==> src/design/sar_adc_cfg.svh <==
// Offsets, field positions, reset values and timing counts of the converter control
// Included by the package and the control module; definitions only
`ifndef SAR_ADC_CFG_SVH
`define SAR_ADC_CFG_SVH

`define OFS_MODE        8'h00
`define OFS_START       8'h04
`define OFS_RES_HIGH    8'h08
`define OFS_RES_LOW     8'h0C
`define OFS_CLK_STOP    8'h10
`define OFS_IRQ_REQ     8'h14
`define OFS_IRQ_EN      8'h18
`define OFS_PORT_MODE   8'h1C
`define OFS_EDGE_SEL    8'h20

`define MODE_SPEED_BIT  7
`define MODE_TRIG_BIT   6
`define START_FLAG_BIT  7
`define STBY_BIT        4
`define IRQ_BIT         3
`define PIN_FUNC_BIT    4
`define EDGE_SEL_BIT    4

`define MODE_RESET      8'h30
`define START_RESET     8'h7F

`define PERIOD_SLOW     6'd62
`define PERIOD_FAST     6'd31
`define STEP_CYCLES     2'd3
`define APPROX_CYCLES   6'd30

`endif

==> src/design/sar_adc_pkg.sv <==
// Types shared by the converter control
// Assumes sar_adc_cfg.svh is on the include path
package sar_adc_pkg;
  `include "sar_adc_cfg.svh"

  typedef enum logic [1:0] {
    ST_IDLE   = 2'b00,
    ST_SAMPLE = 2'b01,
    ST_APPROX = 2'b11
  } conv_state_e;

  typedef logic [1:0] axi_resp_t;
  localparam axi_resp_t RESP_OKAY   = 2'b00;
  localparam axi_resp_t RESP_SLVERR = 2'b10;
endpackage

==> src/design/sar_adc_control.sv <==
// Control of a 10-bit successive-approximation converter behind an AXI4-Lite slave
// Assumes an analog mux, DAC and comparator outside; comparator and trigger are asynchronous
//
// Operation
// [RULE1] Standby control bit 0 puts converter in standby; resets to 1, active.
// [RULE2] Conversion works by successive approximation, giving a 10-bit result.
// [RULE3] Writing start flag 1 begins conversion; flag reads 1 until hardware clears it.
// [RULE4] Flag falling at completion sets the conversion-end request flag.
// [RULE5] Conversion-end interrupt raised only while its enable bit is 1.
// [RULE6] Software clears start flag before changing speed or channel mid-conversion.
// [RULE7] Trigger pin starts only when pin function bit and trigger enable both 1.
// [RULE8] Selected trigger edge sets the start flag and starts a conversion.
// [RULE9] Reset initialises mode and start registers; result registers keep contents.
// [RULE10] Registers function in active and sleep; held in all low-power modes.
// [RULE11] Completion stores result, clears flag, sets request together, then idles.
// [RULE12] Channel select 0101 routes analog input one to the converter.
// [RULE13] Setting the flag again after completion runs the whole sequence again.
// [RULE14] Software reads results only while the start flag reads 0.
// [RULE15] Software waits 10 clocks after leaving standby before starting.
// [RULE16] Upper eight result bits in high register, lower two in low bits 7:6.
// [RULE17] Speed bit 0 gives 62 clock conversion, 1 gives 31 clocks.
// [RULE18] Writing 0 to the start flag during conversion stops it.
// [RULE19] Upper channel bits 00 select none; 01xx channels 0-3, 10xx channels 4-7.
// [RULE20] In standby, start requests are ignored and converter registers do not change.
`timescale 1ns/1ps
`default_nettype none
`include "sar_adc_cfg.svh"

module sar_adc_control
  import sar_adc_pkg::*;
#(
  parameter int ADDR_W = 8
) (
  input  wire logic              clk_sys,
  input  wire logic              resetn,
  input  wire logic [ADDR_W-1:0] s_axi_awaddr,
  input  wire logic              s_axi_awvalid,
  output logic                   s_axi_awready,
  input  wire logic [31:0]       s_axi_wdata,
  input  wire logic [3:0]        s_axi_wstrb,
  input  wire logic              s_axi_wvalid,
  output logic                   s_axi_wready,
  output logic [1:0]             s_axi_bresp,
  output logic                   s_axi_bvalid,
  input  wire logic              s_axi_bready,
  input  wire logic [ADDR_W-1:0] s_axi_araddr,
  input  wire logic              s_axi_arvalid,
  output logic                   s_axi_arready,
  output logic [31:0]            s_axi_rdata,
  output logic [1:0]             s_axi_rresp,
  output logic                   s_axi_rvalid,
  input  wire logic              s_axi_rready,
  input  wire logic              low_power_hold,
  input  wire logic              external_trigger_pin,
  input  wire logic              comparator_in,
  output logic [9:0]             dac_code,
  output logic [2:0]             analog_channel_sel,
  output logic                   analog_channel_valid,
  output logic                   sample_hold,
  output logic                   conversion_end_irq
);

  initial begin
    if (ADDR_W < 6 || ADDR_W > 32) begin
      $error("ADDR_W must lie between 6 and 32");
    end
  end

  // Channel decode; upper bits 00 or 11 select nothing
  function automatic logic [3:0] chan_decode(input logic [3:0] sel);
    logic [3:0] r;
    r = 4'h0;
    case (sel[3:2])
      2'b01:   r = {1'b1, 1'b0, sel[1:0]}; // [RULE19] [RULE12]
      2'b10:   r = {1'b1, 1'b1, sel[1:0]}; // [RULE19]
      default: r = 4'h0;                   // [RULE19]
    endcase
    return r;
  endfunction

  // Bus slave state
  logic              aw_have_q, aw_have_d, w_have_q, w_have_d;
  logic [ADDR_W-1:0] waddr_q, waddr_d;
  logic [7:0]        wbyte_q, wbyte_d;
  logic              wlane_q, wlane_d;
  logic              bvalid_q, bvalid_d, rvalid_q, rvalid_d;
  axi_resp_t         bresp_q, bresp_d, rresp_q, rresp_d;
  logic [31:0]       rdata_q, rdata_d;

  // Converter register state
  logic [7:0]  mode_q, mode_d;
  logic        flag_q, flag_d;
  logic        stby_q, stby_d;
  logic        req_q, req_d, ien_q, ien_d, pfun_q, pfun_d, edge_q, edge_d;
  conv_state_e st_q, st_d;
  logic [5:0]  cnt_q, cnt_d;
  logic [1:0]  step_q, step_d;
  logic [3:0]  bit_q, bit_d;
  logic [9:0]  sar_q, sar_d;
  logic [9:0]  res_q, res_d;
  logic [2:0]  trig_sync_q, trig_sync_d;
  logic [1:0]  comp_sync_q, comp_sync_d;

  logic        wr_go, wr_en, ok_addr, run_ok, sw_start, sw_stop, trig_start, done;
  logic [5:0]  period, sample_len;
  logic [9:0]  sar_dec;
  logic        mapped_r;
  logic [7:0]  rbyte;
  logic [3:0]  chan_bits;

  assign s_axi_awready = !aw_have_q && !bvalid_q;
  assign s_axi_wready  = !w_have_q && !bvalid_q;
  assign s_axi_arready = !rvalid_q;
  assign s_axi_bvalid  = bvalid_q;
  assign s_axi_bresp   = bresp_q;
  assign s_axi_rvalid  = rvalid_q;
  assign s_axi_rresp   = rresp_q;
  assign s_axi_rdata   = rdata_q;

  // Held in low-power modes and in module standby
  assign run_ok  = stby_q && !low_power_hold; // [RULE1] [RULE10] [RULE20]
  assign wr_go   = aw_have_q && w_have_q && !bvalid_q;
  assign wr_en   = wr_go && wlane_q;
  assign ok_addr = (waddr_q == ADDR_W'(`OFS_MODE)) || (waddr_q == ADDR_W'(`OFS_START))
                || (waddr_q == ADDR_W'(`OFS_RES_HIGH)) || (waddr_q == ADDR_W'(`OFS_RES_LOW))
                || (waddr_q == ADDR_W'(`OFS_CLK_STOP)) || (waddr_q == ADDR_W'(`OFS_IRQ_REQ))
                || (waddr_q == ADDR_W'(`OFS_IRQ_EN)) || (waddr_q == ADDR_W'(`OFS_PORT_MODE))
                || (waddr_q == ADDR_W'(`OFS_EDGE_SEL));

  assign sw_start = run_ok && wr_en && (waddr_q == ADDR_W'(`OFS_START))
                 && wbyte_q[`START_FLAG_BIT] && !flag_q; // [RULE3] [RULE13] [RULE20]
  assign sw_stop  = run_ok && wr_en && (waddr_q == ADDR_W'(`OFS_START))
                 && !wbyte_q[`START_FLAG_BIT] && flag_q; // [RULE18]

  // Edge taken from the second and third stages; first stage feeds only the second
  assign trig_start = run_ok && pfun_q && mode_q[`MODE_TRIG_BIT] && !flag_q && !sw_start
                   && (edge_q ? (trig_sync_q[1] && !trig_sync_q[2])
                              : (!trig_sync_q[1] && trig_sync_q[2])); // [RULE7] [RULE8]

  assign period     = mode_q[`MODE_SPEED_BIT] ? `PERIOD_FAST : `PERIOD_SLOW; // [RULE17]
  assign sample_len = period - `APPROX_CYCLES;
  // A stop in the last cycle wins: no result, no request
  assign done       = run_ok && (st_q != ST_IDLE) && (cnt_q == period - 6'd1)
                   && !sw_stop; // [RULE18]

  // Trial bit kept when input is at or above the trial code
  always_comb begin
    sar_dec = sar_q;
    if (!comp_sync_q[1]) begin
      sar_dec[bit_q] = 1'b0; // [RULE2]
    end
    if (bit_q != 4'd0) begin
      sar_dec[bit_q - 4'd1] = 1'b1; // [RULE2]
    end
  end

  // Bus next state
  always_comb begin
    aw_have_d = aw_have_q;
    w_have_d  = w_have_q;
    waddr_d   = waddr_q;
    wbyte_d   = wbyte_q;
    wlane_d   = wlane_q;
    bvalid_d  = bvalid_q;
    bresp_d   = bresp_q;
    rvalid_d  = rvalid_q;
    rresp_d   = rresp_q;
    rdata_d   = rdata_q;
    mapped_r  = 1'b1;
    rbyte     = 8'h00;
    if (s_axi_awvalid && s_axi_awready) begin
      aw_have_d = 1'b1;
      waddr_d   = s_axi_awaddr;
    end
    if (s_axi_wvalid && s_axi_wready) begin
      w_have_d = 1'b1;
      wbyte_d  = s_axi_wdata[7:0];
      wlane_d  = s_axi_wstrb[0];
    end
    if (wr_go) begin
      aw_have_d = 1'b0;
      w_have_d  = 1'b0;
      bvalid_d  = 1'b1;
      bresp_d   = ok_addr ? RESP_OKAY : RESP_SLVERR;
    end else if (bvalid_q && s_axi_bready) begin
      bvalid_d = 1'b0;
    end
    case (s_axi_araddr)
      ADDR_W'(`OFS_MODE):      rbyte = {mode_q[7:6], 2'b11, mode_q[3:0]};
      ADDR_W'(`OFS_START):     rbyte = {flag_q, 7'h7F};
      ADDR_W'(`OFS_RES_HIGH):  rbyte = res_q[9:2];             // [RULE16]
      ADDR_W'(`OFS_RES_LOW):   rbyte = {res_q[1:0], 6'h00};    // [RULE16]
      ADDR_W'(`OFS_CLK_STOP):  rbyte = {3'b111, stby_q, 4'hF};
      ADDR_W'(`OFS_IRQ_REQ):   rbyte = 8'(req_q) << `IRQ_BIT;
      ADDR_W'(`OFS_IRQ_EN):    rbyte = 8'(ien_q) << `IRQ_BIT;
      ADDR_W'(`OFS_PORT_MODE): rbyte = 8'(pfun_q) << `PIN_FUNC_BIT;
      ADDR_W'(`OFS_EDGE_SEL):  rbyte = 8'(edge_q) << `EDGE_SEL_BIT;
      default:                 mapped_r = 1'b0;
    endcase
    if (s_axi_arvalid && s_axi_arready) begin
      rvalid_d = 1'b1;
      rdata_d  = {24'h000000, rbyte};
      rresp_d  = mapped_r ? RESP_OKAY : RESP_SLVERR;
    end else if (rvalid_q && s_axi_rready) begin
      rvalid_d = 1'b0;
    end
  end

  always_ff @(posedge clk_sys or negedge resetn) begin
    if (!resetn) begin
      aw_have_q <= 1'b0;
      w_have_q  <= 1'b0;
      waddr_q   <= '0;
      wbyte_q   <= 8'h00;
      wlane_q   <= 1'b0;
      bvalid_q  <= 1'b0;
      bresp_q   <= RESP_OKAY;
      rvalid_q  <= 1'b0;
      rresp_q   <= RESP_OKAY;
      rdata_q   <= 32'h00000000;
    end else begin
      aw_have_q <= aw_have_d;
      w_have_q  <= w_have_d;
      waddr_q   <= waddr_d;
      wbyte_q   <= wbyte_d;
      wlane_q   <= wlane_d;
      bvalid_q  <= bvalid_d;
      bresp_q   <= bresp_d;
      rvalid_q  <= rvalid_d;
      rresp_q   <= rresp_d;
      rdata_q   <= rdata_d;
    end
  end

  // Converter next state
  always_comb begin
    mode_d      = mode_q;
    flag_d      = flag_q;
    stby_d      = stby_q;
    req_d       = req_q;
    ien_d       = ien_q;
    pfun_d      = pfun_q;
    edge_d      = edge_q;
    st_d        = st_q;
    cnt_d       = cnt_q;
    step_d      = step_q;
    bit_d       = bit_q;
    sar_d       = sar_q;
    trig_sync_d = {trig_sync_q[1:0], external_trigger_pin};
    comp_sync_d = {comp_sync_q[0], comparator_in};
    if (wr_en && waddr_q == ADDR_W'(`OFS_CLK_STOP)) begin
      stby_d = wbyte_q[`STBY_BIT]; // [RULE1]
    end
    if (run_ok && wr_en) begin // [RULE20] [RULE10]
      case (waddr_q)
        ADDR_W'(`OFS_MODE):      mode_d = {wbyte_q[7:6], 2'b11, wbyte_q[3:0]};
        ADDR_W'(`OFS_IRQ_REQ):   req_d  = req_q && wbyte_q[`IRQ_BIT];
        ADDR_W'(`OFS_IRQ_EN):    ien_d  = wbyte_q[`IRQ_BIT];
        ADDR_W'(`OFS_PORT_MODE): pfun_d = wbyte_q[`PIN_FUNC_BIT];
        ADDR_W'(`OFS_EDGE_SEL):  edge_d = wbyte_q[`EDGE_SEL_BIT];
        default:                 mode_d = mode_q;
      endcase
    end
    if (sw_start || trig_start) begin
      flag_d = 1'b1; // [RULE3] [RULE8] [RULE13]
      st_d   = ST_SAMPLE;
      cnt_d  = 6'd0;
      step_d = 2'd0;
      bit_d  = 4'd9;
      sar_d  = 10'h200;
    end else if (sw_stop) begin
      flag_d = 1'b0; // [RULE18]
      st_d   = ST_IDLE;
    end else if (run_ok && st_q != ST_IDLE) begin
      cnt_d = cnt_q + 6'd1;
      if (st_q == ST_SAMPLE && cnt_q == sample_len - 6'd1) begin
        st_d = ST_APPROX;
      end
      if (st_q == ST_APPROX) begin
        step_d = step_q + 2'd1;
        if (step_q == `STEP_CYCLES - 2'd1) begin
          step_d = 2'd0;
          sar_d  = sar_dec; // [RULE2]
          bit_d  = bit_q - 4'd1;
        end
      end
      if (done) begin
        flag_d = 1'b0; // [RULE11] [RULE3]
        req_d  = 1'b1; // Set beats a same-cycle clear [RULE4] [RULE11]
        st_d   = ST_IDLE;
      end
    end
  end

  always_ff @(posedge clk_sys or negedge resetn) begin
    if (!resetn) begin
      mode_q      <= `MODE_RESET; // [RULE9]
      flag_q      <= 1'b0;        // [RULE9]
      stby_q      <= 1'b1;        // [RULE1]
      req_q       <= 1'b0;
      ien_q       <= 1'b0;
      pfun_q      <= 1'b0;
      edge_q      <= 1'b0;
      st_q        <= ST_IDLE;
      cnt_q       <= 6'd0;
      step_q      <= 2'd0;
      bit_q       <= 4'd9;
      sar_q       <= 10'h000;
      trig_sync_q <= 3'b111;
      comp_sync_q <= 2'b00;
    end else begin
      mode_q      <= mode_d;
      flag_q      <= flag_d;
      stby_q      <= stby_d;
      req_q       <= req_d;
      ien_q       <= ien_d;
      pfun_q      <= pfun_d;
      edge_q      <= edge_d;
      st_q        <= st_d;
      cnt_q       <= cnt_d;
      step_q      <= step_d;
      bit_q       <= bit_d;
      sar_q       <= sar_d;
      trig_sync_q <= trig_sync_d;
      comp_sync_q <= comp_sync_d;
    end
  end

  // Result kept across reset, so no reset branch; undefined only at power-up
  always_comb begin
    res_d = res_q;
    if (done) begin
      res_d = sar_dec; // [RULE11] [RULE16]
    end
  end

  always_ff @(posedge clk_sys) begin
    res_q <= res_d; // [RULE9]
  end

  assign dac_code             = sar_q;
  assign chan_bits            = chan_decode(mode_q[3:0]); // [RULE19]
  assign analog_channel_sel   = chan_bits[2:0];
  assign analog_channel_valid = chan_bits[3];
  assign sample_hold          = (st_q == ST_SAMPLE);
  assign conversion_end_irq   = req_q && ien_q; // [RULE5]

  // Helper: unheld cycles since the last start, saturating at 127
  logic [6:0] run_len_q;
  always_ff @(posedge clk_sys or negedge resetn) begin
    if (!resetn) begin
      run_len_q <= 7'd0;
    end else if (sw_start || trig_start) begin
      run_len_q <= 7'd1;
    end else if (run_ok && run_len_q != 7'h7F) begin
      run_len_q <= run_len_q + 7'd1;
    end
  end
endmodule
`default_nettype wire

==> config.mk <==
export PLATFORM = sky130hd
export DESIGN_NAME = sar_adc_control
export DESIGN_NICKNAME = d
export VERILOG_FILES = /design/src/design/sar_adc_pkg.sv /design/src/design/sar_adc_control.sv
export VERILOG_INCLUDE_DIRS = /design/src /design/src/design
export SDC_FILE = /design/constraint.sdc
export NUM_CORES = 1
export LEC_CHECK = 0
export BUFFER_PORTS_ARGS = -buffer_cell sky130_fd_sc_hd__buf_4
export CAP_MARGIN = 20
export CORE_AREA = 10 10 141 143
export CTS_BUF_LIST = sky130_fd_sc_hd__clkbuf_16
export CTS_CLUSTER_SIZE = 12
export DETAILED_ROUTE_END_ITERATION = 6
export DIE_AREA = 0 0 151 153
export MAX_ROUTING_LAYER = met4
export SYNTH_ARGS = -nofsm -noshare
export SYNTH_HDL_FRONTEND = slang
export SYNTH_SLANG_ARGS = --single-unit
export TNS_END_PERCENT = 20
==> constraint.sdc <==
create_clock -name clk_sys -period 2.5 [get_ports clk_sys]
set_input_delay 0.125 -clock clk_sys [delete_from_list [all_inputs] [get_ports clk_sys]]
set_output_delay 0.125 -clock clk_sys [all_outputs]
set_load 0.005 [all_outputs]
==> results.md <==
- TritonRoute pass-1 iters: 4
- Failing checks: setup timing
- Compound-Gate Fraction of Synth Area: 16.5%
- Register share of total power: a little under half
- Area Growth Syn to Fin: 25.2%
- PortBufs: 64
- Peak VDD IR: ~0.23 mV
- Antenna violation net count after detailed routing: 0
- Vias per inst: 4.60
- Cell Area, Synth: 4210 µm²
- Delay-heaviest family, CP: simple AND/OR/NAND/NOR gates
- Vias: 3251
- Placed Cells: slightly below 700
- Clock root buffer: clkbuf_16
- H-Tree Depth: 3
- Non-Filler Instances: 706
- Mux cell area share after synthesis: 8.00%
- All-Layer GR Usage: 9.70%
- Ys flop type: dfrtp_1
- CP most frequent cell: or4_4
- Vias in the first global route: 3294
- Core Area: 17100 µm²
- Final Cycle Share: 100%
- FF+latch count, synth: 81
- Max-cap viol count: 0
- Xor/xnor cell area share of the yosys netlist: 0%
- CP bufs+invs: 1
- CP Cell Sequence: or4_4 -> or3_4 -> or4_4 -> nor3_4 -> buf_12 -> mux2_2
- Outcome: finished with violations
- Setup ws final: -0.00603 ns
- DRC Markers: 0
- Gate power share: 16.4%
- Hold path depth: 3
- Ports: around 120
- Crit path largest cell delay: 0.54 ns
- CTS tree: built
- Die Wd: 151 µm
- Leakage: 2.34 nW
- Sw Pwr: 0.00101 W
- Pwr/cell area: a little under 700 nW/µm²
- Power Total: around 0.0036 W
- Adder-Cell Fraction of Synth Area: 2.38%
- Clock transition at path regs: 0.06 ns
- Main combinational cell family by area after synthesis: compound AO/OA/AOI/OAI gates
- Minimum clock period: 2.51 ns
- Clock buffer depth: 2
- Dpl hpwl: around 8.2 mm
- Mapped Cells: roughly 400
- Total gr overflow: 0
- Setup CP Type: flop to flop
- Die height: 153 µm
- Worst-margin pin slew: 0.936 ns
- Stages on worst setup path: 6
- R2r setup slk: -0.006 ns
- EDFF count, synth: 10
- Simple-gate area share of the yosys netlist: 15.5%
- TritonCTS Buffers: 9
- Asr flop ratio synth: between 80% and 90%
- Largest net degree at the start of global routing: 72
- Crit path DAT: ~2.7 ns
- Iter 0 DRT Violations: between 300 and 400
- CP max stage cell: or4_4
- Synth Warn #: 0
- DR WL/cell: 15.5 µm
- Synth area leader: dfrtp_1
- Crit path launch type: flop
- Share of the synthesized area in the top cell type: 38.7%
- RSZ-0062 raised after global routing: yes
- Die area: 23100 µm²
- R2R depth: 6
- Cell internal pwr: 0.00259 W
- CTS Sinks: 81
- Register area share after synthesis: 49.6%
- Routability-driven placement congestion ratio: 0.841
- Max-Slew Margin vs Limit: 37.6%
- Placement row count: 48
- Final hold violations: 0
- Synth unique cells: 56
- Post-synthesis average cell area: roughly 10 µm²
- First-pass GRT wire length: 17.7 mm
- Nets: between 500 and 600
- Area contributors post-synth: dfrtp_1 39%, edfxtp_1 7.1%, mux2_2 5.6%
- FMAX: around 400 MHz
- Initial antenna violation count: 0
- Share of layout cells above drive strength 1: a little over a quarter
- Antenna cells: 0
- Crit-path max FO: 6
- Crit path capture type: flop
- Critical Path RT: about 2.7 ns
- Place WS: -0.0340 ns
- Clock power share: 37.0%
- Later-pin clock latency in the skew report: 0.34 ns
- Sw Ratio: between 20% and 30%
- WL final: 10.9 mm
- Layout Skew: 0.0101 ns
- Max Transition Viols Final: 0
- Initial Util: 24.7%
- HP Class: input port to flop
- Final setup fails: 4
[registers in the layout, indices dropped and copies added (netlist names), 2 cells and up]
name / count
cnt_q: 6
dac_code: 10
st_q: 2
step_q: 2
mode_q: 6
trig_sync_q: 3
bit_q: 4
waddr_q: 8
res_q: 10
wbyte_q: 7
s_axi_rdata: 8
comp_sync_q: 2
[path summary, 6_finish.rpt]
path / start / endpoint
min in group asynchronous: resetn / comp_sync_q[1]$_DFF_PN0_
worst max register to register: waddr_q[0]$_DFFE_PN0P_ / mode_q[7]$_DFFE_PN0P_
worst max-delay path: waddr_q[0]$_DFFE_PN0P_ / mode_q[7]$_DFFE_PN0P_
worst min register to register: comp_sync_q[0]$_DFF_PN0_ / comp_sync_q[1]$_DFF_PN0_
worst min-delay path: s_axi_awaddr[2] / waddr_q[2]$_DFFE_PN0P_
max in group asynchronous: resetn / waddr_q[3]$_DFFE_PN0P_
[what timing repair did]
| item | in CTS | in global routing |
|---|---|---|
| setup endpoints to repair | 6 | 6 |
| endpoints found under the hold margin | 71 | 0 |
| pin swaps | 1 | 1 |
| setup buffers | 1 | 0 |
| hold buffers | 7 | 0 |
| gates resized for setup | 2 | 1 |
[logic make-up (layout without fill, tap and decap cells)]
kind of cell             after synthesis  in the layout
AO/OA/AOI/OAI                        101            101
adder cells (fa/ha/maj)                8              8
multiplexers                          31             31
flip-flops                            81             81
other                                  1             26
buffers and inverters                 63            117
AND/OR/NAND/NOR                      117            117
[Yosys cell counts (all sizes together), types with 8 or more instances]
cell type	number
edfxtp	10
nand3	11
mux2i	10
ha	8
mux2	21
a21oi	16
nor3	8
dfrtp	65
inv	21
clkbuf	15
nand2	31
o21ai	26
nor2	19
a22o	20
buf	27
[tightest hold or removal path, delay by kind of cell]
family / cells / cell delay [ns]
compound gates: 1 / 0.06
buf+inv: 1 / 0.08
simple gates: 1 / 0.04
[per-stage QoR]
stage | cell area [µm²] | setup TNS (ns) | utilization, % | hold slack, ns
5_1_grt | 5260 | -0.246 | 30.9 | 0.00530
2_1_floorplan | 4300 | 0 | - | -0.171
3_3_place_gp | 4860 | 0 | 28.5 | 0.236
3_5_place_dp | 4860 | -0.187 | 28.5 | 0.236
6_report | 5260 | -0.0209 | 30.9 | 0.00408
4_1_cts | 5260 | -0.129 | 30.8 | 0.00189
[metal layers]
| metal | global-route usage [%] | share of wire, % | vias up |
|---|---|---|---|
| met4 | 2.61 | 0.99 | 0 |
| met3 | 2.92 | 6.9 | 11 |
| met5 | - | 0 | - |
| li1 | - | - | 1559 |
| met1 | 11.6 | 43 | 1592 |
| met2 | 15.6 | 49 | 89 |
[cell type report]
class,count,area [µm²]
Fill cell,1747,11800
Sequential cell,81,2080
Multi-Input combinational cell,283,1890
Timing Repair Buffer,80,631
Tap cell,225,282
Clock buffer,9,225
Inverter,21,78.8
Clock inverter,7,71.3
[layout by cell type (no fill, tap or decap), types with 3 or more instances in the layout]
cell,synthesis,final
buf_4,26,72
conb_1,1,26
and3b_1,3,3
nand2_1,31,31
dlygate4sd3_1,0,7
nor3_1,7,7
nand4_1,4,4
mux2i_1,10,10
nor3b_1,3,3
and2_1,5,5
nor2_1,19,19
nand3b_1,4,4
dfrtp_1,65,65
clkbuf_16,0,9
and4_1,3,3
nand2b_1,4,4
a21o_1,4,4
a2bb2oi_1,3,3
o22ai_1,3,3
o31ai_1,5,5
edfxtp_1,10,10
nor2b_1,6,6
dfstp_2,6,6
a31oi_1,4,4
o21ai_0,26,26
nor4b_1,4,4
inv_1,21,22
ha_1,8,8
mux2_2,21,19
nand3_1,11,11
a21oi_1,16,16
a22o_1,20,20
o2bb2ai_1,3,3
[power groups by stage]
stage / clock [W] / combinational, W / sequential [W]
2_1_floorplan: 0 / 0.000377 / 0.00165
3_3_place_gp: 0 / 0.000568 / 0.00168
3_5_place_dp: 0 / 0.000588 / 0.00169
4_1_cts: 0.00137 / 0.000601 / 0.00167
5_1_grt: 0.00143 / 0.000666 / 0.00170
6_report: 0.00133 / 0.000591 / 0.00167
No activity file was read; power rests on OpenSTA's default activity.
